**src/lcs_regs.vh**
```
// constants shared by the lamp controller serial slave port
`ifndef LCS_REGS_VH
`define LCS_REGS_VH
`define LCS_ADDR_FIXED      6'h28
`define LCS_BYTE_BITS       4'h8
`define LCS_BIT_ZERO        4'h0
`define LCS_DIR_READ        1'b1
`define LCS_ACK_LEVEL       1'b0
`define LCS_NVW_TIME_MS     10
`define LCS_CLK_MHZ         100
`define LCS_NVW_CYCLES      (`LCS_NVW_TIME_MS * 1000 * `LCS_CLK_MHZ)
`define LCS_FIFO_WIDTH      16
`define LCS_FIFO_DEPTH      4
`define LCS_FIFO_AW         2
`define LCS_MEM_AW          8
`define LCS_MEM_DW          8
`endif

```
**src/lcs_fifo.v**
```verilog
// small valid/ready fifo for write requests
`timescale 1ns/1ps
module lcs_fifo #(
    parameter WIDTH = 16,
    parameter DEPTH = 4,
    parameter AW    = 2
) (
    // clock and reset
    input  wire             clk,
    input  wire             rst_n,
    // fill side
    input  wire             in_valid,
    output wire             in_ready,
    input  wire [WIDTH-1:0] in_data,
    // drain side
    output wire             out_valid,
    input  wire             out_ready,
    output wire [WIDTH-1:0] out_data
);
    reg [WIDTH-1:0] mem_reg [0:DEPTH-1]; // storage
    reg [AW-1:0]    wr_ptr_reg;          // write pointer
    reg [AW-1:0]    rd_ptr_reg;          // read pointer
    reg [AW:0]      count_reg;           // fill level
    wire            push;
    wire            pop;

    assign in_ready  = (count_reg != DEPTH[AW:0]);
    assign out_valid = (count_reg != {(AW+1){1'b0}});
    assign out_data  = mem_reg[rd_ptr_reg];
    assign push      = in_valid & in_ready;
    assign pop       = out_valid & out_ready;

    // storage write, no reset needed
    always @(posedge clk) begin
        if (push) begin
            mem_reg[wr_ptr_reg] <= in_data;
        end
    end

    // pointers and level
    always @(posedge clk or negedge rst_n) begin
        if (!rst_n) begin
            wr_ptr_reg <= {AW{1'b0}};
            rd_ptr_reg <= {AW{1'b0}};
            count_reg  <= {(AW+1){1'b0}};
        end else begin
            if (push) begin
                wr_ptr_reg <= wr_ptr_reg + 1'b1;
            end
            if (pop) begin
                rd_ptr_reg <= rd_ptr_reg + 1'b1;
            end
            if (push & ~pop) begin
                count_reg <= count_reg + 1'b1;
            end else if (pop & ~push) begin
                count_reg <= count_reg - 1'b1;
            end
        end
    end
endmodule

```
**src/lcs_mem.v**
```verilog
// user memory with registered read data
`timescale 1ns/1ps
module lcs_mem #(
    parameter AW = 8,
    parameter DW = 8
) (
    // clock
    input  wire          clk,
    // write port
    input  wire          wr_en,
    input  wire [AW-1:0] wr_addr,
    input  wire [DW-1:0] wr_data,
    // read port, data one cycle later
    input  wire [AW-1:0] rd_addr,
    output reg  [DW-1:0] rd_data
);
    reg [DW-1:0] mem_reg [0:(1<<AW)-1]; // array

    // write and registered read
    always @(posedge clk) begin
        if (wr_en) begin
            mem_reg[wr_addr] <= wr_data;
        end
        rd_data <= mem_reg[rd_addr];
    end
endmodule

```
**src/lcs_i2c_slave.v**
```verilog
// two-wire slave port of the lamp controller
`timescale 1ns/1ps
`include "lcs_regs.vh"
module lcs_i2c_slave #(
    parameter NVW_CYCLES = `LCS_NVW_CYCLES
) (
    // clock and reset
    input  wire       clk,
    input  wire       resetn,
    // bus pins
    input  wire       scl_in,
    input  wire       sda_in,
    output reg        sda_out,
    output reg        sda_oe_n,
    // strap
    input  wire       address_select_pin,
    // status
    output reg        busy,
    output reg        bus_idle
);
    // one-hot states
    localparam ST_IDLE = 6'h01; // waiting for start
    localparam ST_ADDR = 6'h02; // address byte
    localparam ST_LOC  = 6'h04; // memory location byte
    localparam ST_WDAT = 6'h08; // write data byte
    localparam ST_RDAT = 6'h10; // read data byte
    localparam ST_IGN  = 6'h20; // ignoring until start

    // reset release: asserted at once, removed through two flops
    // so that no register leaves reset on a different clock edge
    reg rst_s1_reg; // first release stage
    reg rst_n_reg;  // released reset used by the rest
    always @(posedge clk or negedge resetn) begin
        if (!resetn) begin
            // hold both stages in reset
            rst_s1_reg <= 1'b0;
            rst_n_reg  <= 1'b0;
        end else begin
            // walk the release through
            rst_s1_reg <= 1'b1;
            rst_n_reg  <= rst_s1_reg;
        end
    end

    // pin synchronisers plus one history stage
    reg [1:0] scl_s_reg;  // [0] first stage only
    reg [1:0] sda_s_reg;
    reg       scl_d_reg;  // previous synced clock
    reg       sda_d_reg;  // previous synced data
    always @(posedge clk or negedge rst_n_reg) begin
        if (!rst_n_reg) begin
            // bus lines rest high
            scl_s_reg <= 2'h3;
            sda_s_reg <= 2'h3;
            scl_d_reg <= 1'b1;
            sda_d_reg <= 1'b1;
        end else begin
            // pin levels step through
            scl_s_reg <= {scl_s_reg[0], scl_in};
            sda_s_reg <= {sda_s_reg[0], sda_in};
            scl_d_reg <= scl_s_reg[1];
            sda_d_reg <= sda_s_reg[1];
        end
    end

    // settled bus levels and the events seen on them;
    // these lag the pins by two clocks, far below a bus half period
    wire scl = scl_s_reg[1];
    wire sda = sda_s_reg[1];
    wire scl_rise = scl & ~scl_d_reg;
    wire scl_fall = ~scl & scl_d_reg;
    wire start_ev = scl & scl_d_reg & sda_d_reg & ~sda;
    wire stop_ev  = scl & scl_d_reg & ~sda_d_reg & sda;

    // strap caught after reset release, two stages as it is a pin
    reg sel_s1_reg; // first stage, read only by the second
    reg sel_reg;    // settled strap level
    always @(posedge clk or negedge rst_n_reg) begin
        if (!rst_n_reg) begin
            // both stages start low
            sel_s1_reg <= 1'b0;
            sel_reg    <= 1'b0;
        end else begin
            // pass the pin level through
            sel_s1_reg <= address_select_pin;
            sel_reg    <= sel_s1_reg;
        end
    end

    // protocol state
    reg [5:0]  state_reg;
    reg [3:0]  bit_cnt_reg;  // bits taken in this byte
    reg [7:0]  shift_reg;    // receive or transmit shift
    reg        ack_ph_reg;   // in ninth bit
    reg        rd_dir_reg;   // current transfer is a read
    reg [7:0]  loc_reg;      // memory location pointer
    reg        wrote_reg;    // a write was queued this transfer
    reg [31:0] nvw_cnt_reg;  // programming countdown
    reg        mstr_nack_reg; // master refused a read byte

    // fifo and memory wiring
    // queue entries carry location and data together
    reg         q_valid;
    wire        q_ready;
    wire        m_valid;
    wire [15:0] m_data;
    wire [7:0]  rd_data;

    // write queue between the bus side and the programming side;
    // a full queue makes the data byte go unacknowledged
    lcs_fifo #(
        .WIDTH (`LCS_FIFO_WIDTH),
        .DEPTH (`LCS_FIFO_DEPTH),
        .AW    (`LCS_FIFO_AW)
    ) u_fifo (
        .clk       (clk),
        .rst_n     (rst_n_reg),
        .in_valid  (q_valid),
        .in_ready  (q_ready),
        .in_data   ({loc_reg, shift_reg}),
        .out_valid (m_valid),
        .out_ready (busy),
        .out_data  (m_data)
    );

    // programming commits entries while busy
    lcs_mem #(
        .AW (`LCS_MEM_AW),
        .DW (`LCS_MEM_DW)
    ) u_mem (
        .clk     (clk),
        .wr_en   (m_valid & busy),
        .wr_addr (m_data[15:8]),
        .wr_data (m_data[7:0]),
        .rd_addr (loc_reg),
        .rd_data (rd_data)
    );

    // address match on completed first byte
    // the strap supplies the lowest address bit
    wire addr_hit = (shift_reg[7:2] == `LCS_ADDR_FIXED) &&
                    (shift_reg[1] == sel_reg);

    // queue a write at data byte end
    // one push per data byte, on the fall that ends its eighth bit
    always @* begin
        q_valid = 1'b0;
        if (state_reg == ST_WDAT && !ack_ph_reg && scl_fall &&
            bit_cnt_reg == `LCS_BYTE_BITS) begin
            q_valid = 1'b1;
        end
    end

    // main protocol engine
    // every drive change is made a few clocks after a bus clock fall,
    // so the data line only moves while the bus clock is low
    always @(posedge clk or negedge rst_n_reg) begin
        if (!rst_n_reg) begin
            // released line, idle bus, no programming
            state_reg     <= ST_IDLE;
            bit_cnt_reg   <= `LCS_BIT_ZERO;
            shift_reg     <= 8'h00;
            ack_ph_reg    <= 1'b0;
            rd_dir_reg    <= 1'b0;
            loc_reg       <= 8'h00;
            wrote_reg     <= 1'b0;
            sda_out       <= 1'b0;
            sda_oe_n      <= 1'b1;
            busy          <= 1'b0;
            bus_idle      <= 1'b1;
            nvw_cnt_reg   <= 32'h0;
            mstr_nack_reg <= 1'b0;
        end else begin
            sda_out <= 1'b0;
            // programming timer after nv write stop
            if (busy) begin
                if (nvw_cnt_reg == 32'h0) begin
                    // hold busy until the queue is drained too
                    if (!m_valid) begin
                        busy <= 1'b0;
                    end
                end else begin
                    // count the programming time down
                    nvw_cnt_reg <= nvw_cnt_reg - 32'h1;
                end
            end
            if (start_ev) begin
                state_reg   <= ST_ADDR;
                bit_cnt_reg <= `LCS_BIT_ZERO;
                ack_ph_reg  <= 1'b0;
                sda_oe_n    <= 1'b1;
                bus_idle    <= 1'b0;
            end else if (stop_ev) begin
                state_reg   <= ST_IDLE;
                bit_cnt_reg <= `LCS_BIT_ZERO;
                ack_ph_reg  <= 1'b0;
                sda_oe_n    <= 1'b1;
                bus_idle    <= 1'b1;
                // a queued write starts programming
                if (wrote_reg) begin
                    busy        <= 1'b1;
                    nvw_cnt_reg <= NVW_CYCLES - 1;
                    wrote_reg   <= 1'b0;
                end
            end else if (state_reg == ST_IDLE || state_reg == ST_IGN) begin
                sda_oe_n <= 1'b1;
            end else if (scl_rise && !ack_ph_reg) begin
                // msb first shift in
                // read bits are only counted, not taken in
                if (state_reg != ST_RDAT) begin
                    shift_reg <= {shift_reg[6:0], sda};
                end
                bit_cnt_reg <= bit_cnt_reg + 4'h1;
            end else if (scl_rise && ack_ph_reg) begin
                mstr_nack_reg <= (state_reg == ST_RDAT) && sda;
            end else if (scl_fall) begin
                // bus clock fall: end of a bit
                if (!ack_ph_reg && bit_cnt_reg == `LCS_BYTE_BITS) begin
                    // ninth bit begins
                    ack_ph_reg <= 1'b1;
                    case (state_reg)
                        ST_ADDR: begin
                            // programming refuses the address as well
                            if (addr_hit && !busy) begin
                                sda_oe_n   <= `LCS_ACK_LEVEL;
                                rd_dir_reg <= shift_reg[0];
                            end else begin
                                sda_oe_n  <= 1'b1;
                                state_reg <= ST_IGN;
                            end
                        end
                        ST_LOC: begin
                            // location taken, acknowledge it
                            loc_reg  <= shift_reg;
                            sda_oe_n <= 1'b0;
                        end
                        ST_WDAT: begin
                            // refuse when queue full
                            sda_oe_n <= ~q_ready;
                            if (q_ready) begin
                                wrote_reg <= 1'b1;
                            end
                        end
                        ST_RDAT: begin
                            // release for the master answer, step location
                            sda_oe_n <= 1'b1;
                            loc_reg  <= loc_reg + 8'h1;
                        end
                        default: begin
                            // no other state reaches here
                            sda_oe_n <= 1'b1;
                        end
                    endcase
                end else if (ack_ph_reg) begin
                    // ninth bit ends, choose next byte
                    ack_ph_reg  <= 1'b0;
                    bit_cnt_reg <= `LCS_BIT_ZERO;
                    sda_oe_n    <= 1'b1;
                    case (state_reg)
                        ST_ADDR: begin
                            if (rd_dir_reg == `LCS_DIR_READ) begin
                                // read: first bit goes out at once
                                state_reg <= ST_RDAT;
                                shift_reg <= rd_data;
                                sda_oe_n  <= rd_data[7];
                            end else begin
                                // write: the location byte comes next
                                state_reg <= ST_LOC;
                            end
                        end
                        ST_LOC: begin
                            // data byte next
                            state_reg <= ST_WDAT;
                        end
                        ST_WDAT: begin
                            // one data byte per write, later ones refused
                            state_reg <= ST_IGN;
                        end
                        ST_RDAT: begin
                            if (mstr_nack_reg) begin
                                state_reg <= ST_IGN;
                            end else begin
                                // master wants more: load the next byte
                                shift_reg <= rd_data;
                                sda_oe_n  <= rd_data[7];
                            end
                        end
                        default: begin
                            // stray states fall back to ignoring
                            state_reg <= ST_IGN;
                        end
                    endcase
                end else if (state_reg == ST_RDAT) begin
                    shift_reg <= {shift_reg[6:0], 1'b1};
                    sda_oe_n  <= shift_reg[6];
                end
            end
        end
    end
endmodule

```
**config.mk**
```make
export PLATFORM = sky130hd
export DESIGN_NAME = lcs_i2c_slave
export DESIGN_NICKNAME = d
export VERILOG_FILES = /design/src/lcs_fifo.v /design/src/lcs_mem.v /design/src/lcs_i2c_slave.v
export VERILOG_INCLUDE_DIRS = /design/src
export SDC_FILE = /design/constraint.sdc
export NUM_CORES = 2
export LEC_CHECK = 0
export BUFFER_PORTS_ARGS = -buffer_cell sky130_fd_sc_hd__buf_2
export CORE_ASPECT_RATIO = 1.5
export CORE_MARGIN = 2
export CORE_UTILIZATION = 30
export DETAILED_ROUTE_END_ITERATION = 16
export PLACE_DENSITY = 0.54
export SLEW_MARGIN = 5
export SYNTH_ARGS = -nofsm -noshare
export SYNTH_HDL_FRONTEND = slang
export SYNTH_SLANG_ARGS = --single-unit
```
**constraint.sdc**
```tcl
create_clock -name clk -period 3.3 [get_ports clk]
set_clock_uncertainty 0.15 [all_clocks]
set_input_delay 0.33 -clock clk [delete_from_list [all_inputs] [get_ports clk]]
set_output_delay 0.33 -clock clk [all_outputs]
set_load 0.01 [all_outputs]
```
## After elaboration in Yosys (flattened, before gate mapping)

Memory sizes are Yosys's and may differ from the RTL's. A register that Yosys moved wholly into a read port is not among the register bits.
Index checks and enable logic that the tools add are counted.

| word-level totals | value |
|---|---|
| output and inout bits | 4 |
| word-level logic and storage cells | 204 |
| memories | 2 |
| bits in read-only memories | 0 |
| RAM bits | 2,112 |
| bits in latches | 0 |
| register bits | 82 |

Memories:

| memory | depth | width | rd ports | clocked after memory_dff | write ports | RTL line | RTL |
|---|---|---|---|---|---|---|---|
| u_mem.mem_reg | 256 | 8 | 1 | 1 | 1 | lcs_mem.v:17 | `reg [DW-1:0] mem_reg [0:(1<<AW)-1];` |
| u_fifo.mem_reg | 4 | 16 | 1 | 0 | 1 | lcs_fifo.v:20 | `reg [WIDTH-1:0] mem_reg [0:DEPTH-1];` |

| operators by class | value |
|---|---|
| magnitude comparators | 0 |
| shifts and indexed selects | 0 |
| equality and inequality tests | 29 |
| divide/modulo/power cells | 0 |
| multiplexer cells | 81 |
| multipliers | 0 |
| bitwise logic cells | 23 |
| reduce and logical (&&, ||, !) cells | 39 |
| add/subtract/negate cells | 7 |

Operators with widths:

| kind | count |
|---|---|
| two-way mux 32 bit | 5 |
| two-way mux 8 bit | 9 |
| two-way mux 6 bit | 11 |
| two-way mux 1 bit | 40 |
| logical NOT 32 bit | 1 |
| two-way mux 4 bit | 8 |
| case mux 8 bit (2 select lines) | 2 |
| subtractor 32 x 1 -> 32 bit, second input constant | 1 |
| inequality test 4 bit, second input constant | 7 |
| AND reduction 8 bit | 3 |
| case mux 6 bit (3 select lines) | 1 |
| nonzero test 2 bit | 8 |
| nonzero test 4 bit | 4 |
| == test 6 bit, second input constant | 2 |
| inequality test 3 bit, second input constant | 4 |
| NOT 1 bit | 12 |
| nonzero test 3 bit | 4 |
| bitwise AND 1 bit | 11 |
| AND reduction 11 bit | 1 |
| inequality test 2 bit, second input constant | 5 |
| AND reduction 5 bit | 2 |
| logical AND 1 bit | 9 |
| AND reduction 9 bit | 1 |
| adder 8 x 1 -> 8 bit, second input constant | 1 |
| 23 further kinds | 27 |

## Longest topological paths before layout

| depth | value |
|---|---|
| depth after elaboration | 12 |
| depth in mapped cells | 13 |
| gate-level depth less buffers | 12 |

## Modules after synthesis

A second synthesis with hierarchy kept.

| unflattened totals | value |
|---|---|
| cells, all modules | 4,283 |
| area total of the unflattened synthesis | 86,400.4 µm² |

By module, submodules not included:

| module | instances | cells each | seq. area each (µm²) | area each (µm²) |
|---|---|---|---|---|
| lcs_mem | 1 | 3,733 | 61,659.1 | 79,556.3 |
| lcs_i2c_slave | 1 | 431 | 1,888.1 | 4,083.9 |
| lcs_fifo | 1 | 119 | 2,097.0 | 2,760.1 |

## Worst setup path before layout

No wires, ideal clock.

| path | value |
|---|---|
| path kind | flip-flop to flip-flop |
| start | reg u_fifo.rd_ptr_reg[0] |
| end | mem u_mem.mem_reg[0][0] (data pin) |
| arrival time | 3.072 ns |
| cell stages (with the launch flop) | 4 |
| required time | 2.599 ns |
| period minus slack after synthesis | 3.774 ns |
| library setup time | 0.551 ns |
| buffers on the path | 2 |
| path slack | -0.474 ns |
| cell sequence | dfrtp_1 -> buf_2 -> buf_1 -> mux4_2 |

| between the ends | value |
|---|---|
| longest elaborated chain between the ends | 1 |

Ends and longest elaborated chain:

| what | RTL line | RTL |
|---|---|---|
| from (decl) | lcs_fifo.v:22 | `reg [AW-1:0] rd_ptr_reg;` |
| from (signal assigned) | lcs_fifo.v:44 | `rd_ptr_reg <= {AW{1'b0}};` |
| from (signal assigned) | lcs_fifo.v:51 | `rd_ptr_reg <= rd_ptr_reg + 1'b1;` |
| memory read (4 x 16 bit) | -- |  |
| named net m_data[0] | lcs_i2c_slave.v:106 | `wire [15:0] m_data;` |
| to (decl) | lcs_mem.v:17 |  |

The timed path passes the listed nets, and every way through them passes these cells.

==> flow_summary.toml <==
[critical_path]
reg2reg_depth = 6
worstPathRequired_ns = 3.94
regToRegSetupSlack_ns = -0.05
crit_path_end_kind = "flip-flop"
critPathKind = "reg2reg"
critPathLaunchType = "flip-flop"
crit_arrival_ns = 3.99
worstPathMaxFanout = 14

[route]
wl_microns = 265000
wl_per_cell_microns = 29.4
ant_nets = 0
vias = 46428
drt-pass1-iter-count = 6
viasPerCell = 5.16
drt_iter0_drc = 4404
route.detailed.drc = 0

[layout]
final_common_cell = "edfxtp_1"
final_layout_size_suffix_gt1_share_pct = 30.5
syn2layout_area_growth_pct = 19.6
design_area_sq_um = 103000
stdcell_count = 8998
fin_util_pct = 36.0
largest_register_ffs = 2048
layout_common_cells = "2112 x edfxtp_1, 674 x buf_4, 428 x mux4_2"
nets = 5095

[logic_synthesis]
synth_top_area_share_pct = 73.5
synth_ff_type = "edfxtp_1"
postSynthCellCount = 4376
synthTopCellsByArea = "edfxtp_1 73%, mux4_2 11%, mux2i_1 2.7%, dfrtp_1 2.1%, nor2_1 1.3%"
synth_edf_count = 2112
syn_avg_cell_area_sq_um = 19.7
synth-seq-cells = 2202
syn_nets = 4392
yosys.area.top_type = "edfxtp_1"
yosysSeqAreaShare_pct = 76.0
ys_async_sr_fraction_pct = 3.72
synth_cell_types = 83
ys_warn_count = 0
syn_area_sq_um = 86300

[timing]
setup_violations = 3
fin_crit_ns = 3.35
rsz0062_at_grt = "yes"
timing.slew.headroom_pct = 14.5
finalHoldViolCount = 0
fmax_mhz = 298
period_share_pct = 102
final-max-slew-violation-count = 0
tightest_slew_ns = 1.28
setup_slack_ns = -0.0530

[grt]
grt_use_total_pct = 17.8
grt_remaining_overflow = 0
antenna_found_initial = 5
grt_pass1_vias = 47916
grt_pass1_wl_microns = 371000
grt_max_degree = 181

[floorplan]
die_area_sq_um = 292000
start_util_pct = 30.1
core_area_sq_um = 287000
io_pins = 9
rows = 241
die_w_microns = 442
die_h_microns = 661

[hold_path]
hold_path_class = "reg2reg"
min_path_cells = 0

[placed_design]
portBuffers = 7
dp_cells = 8628
dp_slack_ns = -0.477
gp_congestion = 0.884
dp_hpwl_microns = 177000
post_dp_cell_area_sq_um = 96600

[clocking]
cts_root_buf = "clkbuf_16"
clkTransAtPathRegs_ns = 0.07
clockBufferDepth = 4
numCtsBuffers = 202
cts.sinks = 2202
cts_tree = "built"
h-tree-depth = 4
insertion_delay_ns = 0.87

[flow_run]
max_cap_viol_count = 0

[power]
powerDensity_nw_per_um2 = 518
irDropWorstVdd_v = 0.000443
p_leak_nw = 32.5

[run_status]
violations = "negative setup slack"
status = "finished, violations left"
-- synth_stat cells (36+ instances only) --
cell type and number:
nor2_1 304, nand2_1 118, nand3_1 48, mux2i_1 235
a21oi_1 98, buf_2 38, mux2_2 36, mux4_2 436
dfrtp_1 73, a221oi_1 40, o21ai_0 53, clkbuf_1 167
edfxtp_1 2112, a22oi_1 76, buf_4 43
-- cell families (layout without fill, tap and decap cells) --
kind of cell             Yosys count  after routing  synth area share (%)
other                              2              4               0.00870
AO/OA/AOI/OAI                    491            491                  4.04
XOR/XNOR                          18             18                 0.183
buffers and inverters            295           1149                  1.52
flip-flops                      2202           2202                  76.0
AND/OR/NAND/NOR                  650            650                  3.49
adder cells (fa/ha/maj)           11             11                 0.168
multiplexers                     707            707                  14.6
-- power breakdown --
part / total (W) / leakage (nW) / internal, W / switching (W)
sequential: 0.0304 / 20.0 / 0.0302 / 0.000131
combinational: 0.000186 / 9.39 / 0.000105 / 0.0000803
clock: 0.0229 / 3.06 / 0.0127 / 0.0103
total: 0.0535 / 32.5 / 0.0430 / 0.0105
-- area by class of cell --
| cell class | instances | area [sq um] |
|---|---|---|
| diodes | 2 | 5.00 |
| clock buffers | 245 | 5310 |
| clock inverters | 110 | 943 |
| fillers | 26454 | 183000 |
| inverters | 19 | 73.8 |
| multi-input cells | 1879 | 19700 |
| flip-flops and latches | 2202 | 65700 |
| well taps | 3766 | 4710 |
| repair buffers | 775 | 6910 |
-- final timing paths --
path,end,from
max in group asynchronous,nvw_cnt_reg[17],rst_n_reg
worst max register to register,u_mem.rd_data[1],loc_reg[5]
worst max-delay path,u_mem.rd_data[1],loc_reg[5]
worst min-delay path,rst_n_reg,rst_s1_reg
min in group asynchronous,rst_n_reg,resetn
worst min register to register,rst_n_reg,rst_s1_reg
-- per-stage QoR --
stage	hold WS, ns	TNS [ns]	total power (W)
after floorplan	-0.116	-970.23	0.0311
after global placement	-0.00136	-2.30	0.0311
after global routing	0.216	-0.123	0.0548
after CTS	0.208	0	0.0539
after detailed placement	-0.000401	-1.93	0.0312
final	0.207	-0.0755	0.0535
-- worst max-delay path, cell delays in order, from the launching register on --
cell	delay [ns]
dfrtp_2	0.79
and2_1	0.60
nand2_1	0.11
buf_4	0.24
a21oi_1	1.00
nor4_1	0.12
o31ai_1	0.23
-- layer usage --
| layer | up-vias | wire length [microns] | track usage [%] |
|---|---|---|---|
| met1 | 24809 | 96200 | 20.3 |
| met4 | 2 | 17500 | 10.2 |
| li1 | 19412 | - | - |
| met2 | 1684 | 137000 | 32.0 |
| met5 | - | 10 | 0 |
| met3 | 521 | 13700 | 2.18 |
-- repair_timing --
action / CTS / global route
pin swaps: 0 / 0
cloned: 1 / 1
gates resized for setup: 31 / 23
hold buffers: 8 / 0
hold endpoints to repair: 5 / 0
setup endpoints to repair: 16 / 22
buffers inserted: 1 / 3
(Power assumes the default switching activity.)
